File: src/design/ldo_pkg.sv
// package: register map, field layout and timing constants for the linear regulator control block
package ldo_pkg;
    localparam int channels = 6;
    localparam logic [7:0] ldo_control_base = 8'h6c;
    localparam logic [7:0] ldo_control_last = 8'h71;
    localparam logic [7:0] short_protect_addr = 8'h72;
    localparam logic [7:0] fault_irq_addr = 8'h73;
    localparam logic [7:0] fault_mask_addr = 8'h74;
    localparam logic [7:0] status_addr = 8'h75;
    localparam int code_lsb = 0;
    localparam int code_msb = 3;
    localparam int on_bit = 4;
    localparam int standby_keep_bit = 5;
    localparam int lowpower_bit = 6;
    localparam logic [7:0] control_write_mask = 8'h7f;
    localparam logic [7:0] control_reset = 8'h00;
    localparam logic short_protect_reset = 1'b0;
    localparam logic [5:0] fault_mask_reset = 6'h3f;
    localparam logic [15:0] low_base_mv = 16'h0320;
    localparam logic [15:0] low_step_mv = 16'h0032;
    localparam logic [15:0] high_base_mv = 16'h0708;
    localparam logic [15:0] high_step_mv = 16'h0064;
    localparam int debounce_us = 30;
    localparam int clock_mhz = 25;
    localparam int debounce_cycles = debounce_us * clock_mhz;
    typedef enum logic [2:0]
    {
        out_off = 3'b001,
        out_on = 3'b010,
        out_lowpower = 3'b100
    } ldo_output_state_e;
endpackage

File: src/design/fault_if.sv
// interface: debounced fault events from the filter bank to the register logic
`timescale 1ns/1ps
interface fault_if;
    logic [5:0] fault_seen;
    modport source (output fault_seen);
    modport sink (input fault_seen);
endinterface

File: src/design/short_debounce.sv
// module: three-flop synchroniser and debounce counter per channel short indication
`timescale 1ns/1ps
module short_debounce
    import ldo_pkg::*;
(
    input wire logic clock,
    input wire logic rst_b,
    input wire logic [5:0] short_protect_raw,
    fault_if.source events
);
    localparam int cw = $clog2(debounce_cycles + 1);
    localparam logic [cw-1:0] limit = cw'(debounce_cycles);
    genvar g;
    generate
        for (g = 0; g < channels; g++)
        begin : chan
            logic [2:0] sync;
            logic [cw-1:0] count;
            logic [cw-1:0] next_count;
            logic stable;
            logic next_stable;
            logic pulse;
            always_comb
            begin
                next_count = count;
                next_stable = stable;
                pulse = 1'b0;
                if (sync[1] != sync[2])
                    next_count = '0;
                else if (sync[2] == stable)
                    next_count = '0;
                else if (count == limit)
                begin
                    next_stable = sync[2];
                    next_count = '0;
                    pulse = sync[2];
                end
                else
                    next_count = count + 1'b1;
            end
            always_ff @(posedge clock or negedge rst_b)
            begin
                if (!rst_b)
                begin
                    sync <= 3'b000;
                    count <= '0;
                    stable <= 1'b0;
                end
                else
                begin
                    sync <= {sync[1:0], short_protect_raw[g]};
                    count <= next_count;
                    stable <= next_stable;
                end
            end
            // one pulse per debounced onset, so a held short flags once
            assign events.fault_seen[g] = pulse;
        end
    endgenerate
endmodule

File: src/design/ldo_regulator_control.sv
// module: register bank and output decode for six linear regulators
//
// Notes on behaviour
// six channels, each with own control register
// code 3:0, on 4, keep 5, lowpower 6
// channels two to six at 0x6D-0x71
// channels one, two: 0.800-1.550 V, 50 mV
// channels three to six: 1.80-3.30 V, 100 mV
// on bit clear means output off
// on, no keep: lowpower bit selects state
// on, keep: standby picks off or lowpower
// lowpower output state forces lowest-bias mode
// disabled channel enables discharge pull-down
// processor reset low enables all pull-downs
// only debounced shorts are acted on
// debounced short with protection clears on bit
// protection bit: 0 limit, 1 shutdown
// protection bit resets cleared
// fault flag set regardless of protection
// per-channel mask gates fault interrupt
// fault flag latched until software clears
`timescale 1ns/1ps
module ldo_regulator_control
    import ldo_pkg::*;
(
    input wire logic clock,
    input wire logic rst_b,
    input wire logic [7:0] reg_addr,
    input wire logic reg_write,
    input wire logic [7:0] reg_wdata,
    output logic [7:0] reg_rdata,
    input wire logic standby,
    input wire logic processor_reset_n,
    input wire logic [5:0] short_protect_raw,
    output ldo_pkg::ldo_output_state_e ldo_output_state [6],
    output logic [15:0] setpoint_mv [6],
    output logic [5:0] discharge_on,
    output logic [5:0] force_lowest_bias,
    output logic [5:0] current_limit_only,
    output logic fault_irq_n
);
    fault_if faults ();

    short_debounce filter
    (
        .clock(clock),
        .rst_b(rst_b),
        .short_protect_raw(short_protect_raw),
        .events(faults.source)
    );

    ////////////////////////////////////////////////////////////////////////
    // synchronise standby and processor reset (pins)
    logic [2:0] standby_sync;
    logic [2:0] preset_sync;
    logic standby_level;
    logic preset_low;
    logic next_standby_level;
    logic next_preset_low;

    always_comb
    begin
        next_standby_level = standby_level;
        next_preset_low = preset_low;
        if (standby_sync[1] == standby_sync[2])
            next_standby_level = standby_sync[2];
        if (preset_sync[1] == preset_sync[2])
            next_preset_low = !preset_sync[2];
    end

    always_ff @(posedge clock or negedge rst_b)
    begin
        if (!rst_b)
        begin
            standby_sync <= 3'b000;
            preset_sync <= 3'b000;
            standby_level <= 1'b0;
            // pull-downs stay on until the processor reset is seen released
            preset_low <= 1'b1;
        end
        else
        begin
            standby_sync <= {standby_sync[1:0], standby};
            preset_sync <= {preset_sync[1:0], processor_reset_n};
            standby_level <= next_standby_level;
            preset_low <= next_preset_low;
        end
    end

    ////////////////////////////////////////////////////////////////////////
    // register state
    logic [7:0] control [6];
    logic [7:0] next_control [6];
    logic short_protect_enable;
    logic next_short_protect_enable;
    logic [5:0] ldo_fault_irq;
    logic [5:0] next_ldo_fault_irq;
    logic [5:0] ldo_fault_mask;
    logic [5:0] next_ldo_fault_mask;
    logic [7:0] next_reg_rdata;
    logic in_control;
    logic [7:0] index;

    assign in_control = (reg_addr >= ldo_control_base) && (reg_addr <= ldo_control_last);
    assign index = reg_addr - ldo_control_base;

    always_comb
    begin
        for (int i = 0; i < channels; i++)
        begin
            next_control[i] = control[i];
            // each channel owns its register alone
            if (reg_write && in_control && index == 8'(i))
                next_control[i] = reg_wdata & control_write_mask;
            // shutdown only when protection is on; otherwise analog limit only
            if (faults.fault_seen[i] && short_protect_enable)
                next_control[i][on_bit] = 1'b0;
        end
        next_short_protect_enable = short_protect_enable;
        if (reg_write && reg_addr == short_protect_addr)
            next_short_protect_enable = reg_wdata[0];
        next_ldo_fault_mask = ldo_fault_mask;
        if (reg_write && reg_addr == fault_mask_addr)
            next_ldo_fault_mask = reg_wdata[5:0];
        // write one to clear; a new event in the same cycle wins
        next_ldo_fault_irq = ldo_fault_irq;
        if (reg_write && reg_addr == fault_irq_addr)
            next_ldo_fault_irq = ldo_fault_irq & ~reg_wdata[5:0];
        next_ldo_fault_irq = next_ldo_fault_irq | faults.fault_seen;
    end

    always_comb
    begin
        next_reg_rdata = 8'h00;
        if (in_control)
            next_reg_rdata = control[index[2:0]];
        else if (reg_addr == short_protect_addr)
            next_reg_rdata = {7'h00, short_protect_enable};
        else if (reg_addr == fault_irq_addr)
            next_reg_rdata = {2'b00, ldo_fault_irq};
        else if (reg_addr == fault_mask_addr)
            next_reg_rdata = {2'b00, ldo_fault_mask};
        else if (reg_addr == status_addr)
            next_reg_rdata = {preset_low, standby_level, faults.fault_seen};
    end

    always_ff @(posedge clock or negedge rst_b)
    begin
        if (!rst_b)
        begin
            for (int i = 0; i < channels; i++)
                control[i] <= control_reset;
            short_protect_enable <= short_protect_reset;
            ldo_fault_irq <= 6'h00;
            ldo_fault_mask <= fault_mask_reset;
            reg_rdata <= 8'h00;
        end
        else
        begin
            for (int i = 0; i < channels; i++)
                control[i] <= next_control[i];
            short_protect_enable <= next_short_protect_enable;
            ldo_fault_irq <= next_ldo_fault_irq;
            ldo_fault_mask <= next_ldo_fault_mask;
            reg_rdata <= next_reg_rdata;
        end
    end

    ////////////////////////////////////////////////////////////////////////
    // per-channel output decode
    ldo_output_state_e next_state [6];
    logic [15:0] next_setpoint [6];
    logic [5:0] next_discharge;
    logic [5:0] next_bias;
    logic next_irq_n;
    logic [5:0] next_limit;

    always_comb
    begin
        next_discharge = 6'h00;
        next_bias = 6'h00;
        for (int i = 0; i < channels; i++)
        begin
            if (!control[i][on_bit])
                next_state[i] = out_off;
            else if (!control[i][standby_keep_bit])
                next_state[i] = control[i][lowpower_bit] ? out_lowpower : out_on;
            else if (!standby_level)
                next_state[i] = out_on;
            else
                next_state[i] = control[i][lowpower_bit] ? out_lowpower : out_off;
            // lowest bias follows the bit while the channel is actually in low power
            next_bias[i] = (next_state[i] == out_lowpower);
            // pull-down whenever off, and for all while processor held in reset
            next_discharge[i] = (next_state[i] == out_off) || preset_low;
            if (i < 2)
                next_setpoint[i] = low_base_mv
                    + 16'(control[i][code_msb:code_lsb]) * low_step_mv;
            else
                next_setpoint[i] = high_base_mv
                    + 16'(control[i][code_msb:code_lsb]) * high_step_mv;
        end
        next_irq_n = !(|(ldo_fault_irq & ~ldo_fault_mask));
        // with protection off only the analog limiter contains a short
        next_limit = {6{!short_protect_enable}};
    end

    always_ff @(posedge clock or negedge rst_b)
    begin
        if (!rst_b)
        begin
            for (int i = 0; i < channels; i++)
            begin
                ldo_output_state[i] <= out_off;
                setpoint_mv[i] <= 16'h0000;
            end
            discharge_on <= 6'h3f;
            force_lowest_bias <= 6'h00;
            current_limit_only <= 6'h3f;
            fault_irq_n <= 1'b1;
        end
        else
        begin
            for (int i = 0; i < channels; i++)
            begin
                ldo_output_state[i] <= next_state[i];
                setpoint_mv[i] <= next_setpoint[i];
            end
            discharge_on <= next_discharge;
            force_lowest_bias <= next_bias;
            current_limit_only <= next_limit;
            fault_irq_n <= next_irq_n;
        end
    end
endmodule

File: config.mk
export PLATFORM = sky130hd
export DESIGN_NAME = ldo_regulator_control
export DESIGN_NICKNAME = d
export VERILOG_FILES = /design/src/design/ldo_pkg.sv /design/src/design/fault_if.sv /design/src/design/short_debounce.sv /design/src/design/ldo_regulator_control.sv
export SDC_FILE = /design/constraint.sdc
export NUM_CORES = 1
export LEC_CHECK = 0
export BUFFER_PORTS_ARGS = -buffer_cell sky130_fd_sc_hd__buf_2
export CORE_UTILIZATION = 40
export CTS_CLUSTER_DIAMETER = 100
export DETAILED_ROUTE_END_ITERATION = 10
export HOLD_SLACK_MARGIN = 0.03
export PLACE_DENSITY = 0.61
export SYNTH_ARGS = -nofsm -noshare
export SYNTH_HDL_FRONTEND = slang
export SYNTH_SLANG_ARGS = --single-unit
export TNS_END_PERCENT = 100
File: constraint.sdc
create_clock -name clock -period 1.8 [get_ports clock]
set_input_delay 0.09 -clock clock [delete_from_list [all_inputs] [get_ports clock]]
set_output_delay 0.09 -clock clock [all_outputs]
set_load 0.05 [all_outputs]
==> qor.txt <==
post-synthesis cell type count = 54
area of the die = 0.0293 sq mm
Seq/Total Area, Yosys = 54.2%
Rows = 61
Final Non-Filler Cells = 1660
Total Routing Usage GR = 16.1%
final count of negative-setup-slack endpoints = 26
wire length per cell = 14.4 microns
failing checks = negative setup slack
most common library cell in the layout ignoring fill and taps = dfrtp_1
Final ANT Viol Nets = 0
Synth Register Bits = 247
Root Driver = clkbuf_16
I/O pin count = 168
hpwl dp = 16.7 mm
crit end category = register
Max IR drop VDD = 0.000780 V
Max Clock Skew = 0.0287 ns
CP startpoint kind = register
crit-path max FO = 4
status = finished with violations
initial antenna violation count = 0
fillers = 2421
gr ovfl total = 0
highest achievable clock rate = 503 MHz
Routed WL = 23.9 mm
DR pass1 iterations = 5
clock slew at reported path FFs = 0.06 ns
hold crit path type = input pin to asynchronous set/reset pin
CP Class = register to register
Area Growth Syn to Fin = 31.3%
Ant. Diodes = 0
largest net degree at the start of global routing = 55
core area = 0.0280 sq mm
Sw Pwr = 4.35 mW
Via density = 4.70
Sequential Power Share = 41.2%
Mapped Cells = 984
CTS tree = yes
clock period minus worst slack = 1.99 ns
syn avg cell area = 11.6 sq um
leak pwr = 7.12 nW
R2R depth = 8
YS warnings = 0
first-pass GRT wire length = 37.7 mm
via count = 7802
nets@finish = 1363
PnR worst setup slack = -0.189 ns
clk sinks = 247
Comb power frac = 20.0%
maxcap violations = 0
gpl congestion = 0.826
Hold Vio Cnt, Final = 0
PwrDens = 987 mW/mm^2
max-slew violations = 0
Slew headroom = 66.9%
htree depth = 1
share of cells above drive strength 1 = 36.6%
Slew @ Worst Pin = 0.495 ns
DR iter-0 viols = 314
Worst EP arrival = 2.42 ns
DRC Markers = 0
CTS max path bufs = 3
vias in the first global route = 7643
Die Y = 171 microns
Critical Path RT = 2.23 ns
fraction of registers with async set/reset = 100%
commonest non-fill, non-tap cells in the layout = dfrtp_1, buf_2, buf_4
Die Wd = 171 microns
crit share post-route = 110%
fin util = 53.7%
Internal = 10.5 mW
placed instance count = 1571
Clk pwr share = 38.8%
Most used DFF post-synth = dfrtp_1
Post-synth EDFFs = 0
total power = 14.8 mW
Post-Syn Area = 0.0115 sq mm
CTS Buf Count = 27
unrepaired setup endpoints after global routing = true
Multi-input gate area = 0.00542 sq mm
Reg area = 0.00622 sq mm
Clock Latency Late Sink = 0.54 ns
switching part of the total = 29.3%
starting density of the core = 40.9%
IO Port Bufs = 130
[kinds of logic (layout without fill, tap and decap cells)]
logic type,after synthesis,count (layout),share of synthesized area (%)
DFF,247,247,54.2
AOI/OAI and AO/OA,100,100,5.28
xor gates and xnor gates,91,91,6.96
and+or+nand+nor,315,315,13.8
buffers and inverters,101,364,4.88
adders and majority gates,76,76,8.67
other,1,36,0.0327
muxes,53,53,6.23
[power groups by stage]
stage	registers, mW	clock network (mW)	logic (mW)
2_1_floorplan	7.12	0	1.03
3_3_place_gp	6.20	0	2.71
3_5_place_dp	6.20	0	2.74
4_1_cts	6.11	5.93	2.84
5_1_grt	6.16	6.14	3.18
6_report	6.11	5.76	2.98
[critical path, cell delays in order (launching register included)]
cell     delay (ns)
dfrtp_2        0.45
ha_4           0.28
ha_4           0.12
inv_2          0.04
fa_2           0.58
nor2_4         0.04
buf_4          0.13
buf_6          0.11
xnor2_2        0.12
[flip-flops by register name (all words and copies together), names as in the netlist]
| name | cells |
|---|---|
| filter.chan.count | 60 |
| setpoint_mv | 60 |
| control | 42 |
| filter.chan.sync | 18 |
| ldo_output_state | 18 |
| reg_rdata | 8 |
| discharge_on | 6 |
| filter.chan.stable | 6 |
| force_lowest_bias | 6 |
| ldo_fault_irq | 6 |
| ldo_fault_mask | 6 |
| preset_sync | 3 |
| standby_sync | 3 |
| current_limit_only | 1 |
| fault_irq_n | 1 |
| preset_low | 1 |
| short_protect_enable | 1 |
| standby_level | 1 |
[area by class of cell]
cell class	count	share of cell area (%)
clock buffer	40	5.22
clock inverter	10	1.07
inverter	48	1.20
multi-input combinational	671	36.0
sequential	247	41.3
tap	378	3.14
timing repair buffer	266	12.0
[per-layer routing]
layer | up-vias | part of all wire (%) | global-route usage (%)
met3 | 39 | 3.2 | 2.30
met5 | - | 0 | 0
met2 | 136 | 48 | 26.9
met1 | 3795 | 46 | 21.4
met4 | 0 | 2.8 | 5.59
li1 | 3832 | - | -
[worst paths after layout]
path	startpoint	to	slack, ns
worst max-delay path	control[17]	setpoint_mv[40]	-0.19
worst min-delay path	rst_b	setpoint_mv[90]	0.05
worst max register to register	control[17]	setpoint_mv[40]	-0.19
worst min register to register	filter.chan[2].sync[0]	filter.chan[2].sync[1]	0.35
max in group asynchronous	rst_b	ldo_fault_mask[3]	1.04
min in group clock	reg_addr[2]	reg_rdata[6]	0.06
[Yosys cell counts, types with 2 or more instances]
cell | n | area (sq um)
nand4_1 | 14 | 87.6
or3_1 | 8 | 50.1
mux2_2 | 28 | 315
nor4bb_1 | 3 | 30.0
a22oi_1 | 12 | 90.1
dfrtp_1 | 226 | 5660
and3_1 | 22 | 138
dfstp_2 | 21 | 552
xnor2_1 | 39 | 342
and2_1 | 9 | 56.3
o221ai_1 | 3 | 26.3
nor3_1 | 8 | 40.0
o21ai_0 | 42 | 210
mux4_2 | 7 | 158
buf_6 | 2 | 22.5
buf_4 | 42 | 315
a31oi_1 | 4 | 25.0
nor2b_1 | 7 | 43.8
a2bb2oi_1 | 2 | 17.5
xor2_1 | 52 | 455
mux2i_1 | 6 | 60.1
o32a_1 | 2 | 20.0
nor2_2 | 4 | 25.0
o22ai_1 | 4 | 25.0
nand3_1 | 46 | 230
fa_1 | 6 | 120
mux2_4 | 12 | 180
inv_1 | 47 | 176
ha_1 | 69 | 863
a21o_1 | 8 | 60.1
nand2_1 | 76 | 285
a41oi_1 | 3 | 26.3
nand2b_1 | 8 | 50.1
clkbuf_1 | 3 | 11.3
buf_2 | 6 | 30.0
nor2_1 | 86 | 323
nand3b_1 | 12 | 90.1
a21oi_1 | 19 | 95.1
[per-stage QoR]
stage / setup TNS [ns] / hold slack, ns / cell area (sq um) / setup slack [ns]
3_3_place_gp: -2.08 / 0.0366 / 13200 / -0.150
4_1_cts: -2.37 / 0.0391 / 14500 / -0.164
2_1_floorplan: -1.19 / -0.206 / 11700 / -0.151
3_5_place_dp: -2.86 / 0.0346 / 13200 / -0.171
5_1_grt: -3.95 / 0.0838 / 15000 / -0.248
6_report: -2.34 / 0.0548 / 15000 / -0.189
[timing repair]
item / CTS / global route
endpoints found under the hold margin: 290 / 0
resized for setup: 17 / 77
hold buffers: 18 / 0
pin swaps: 26 / 38
buffers inserted: 11 / 11
endpoints found under the setup margin: 26 / 47
(Power assumes the default switching activity.)
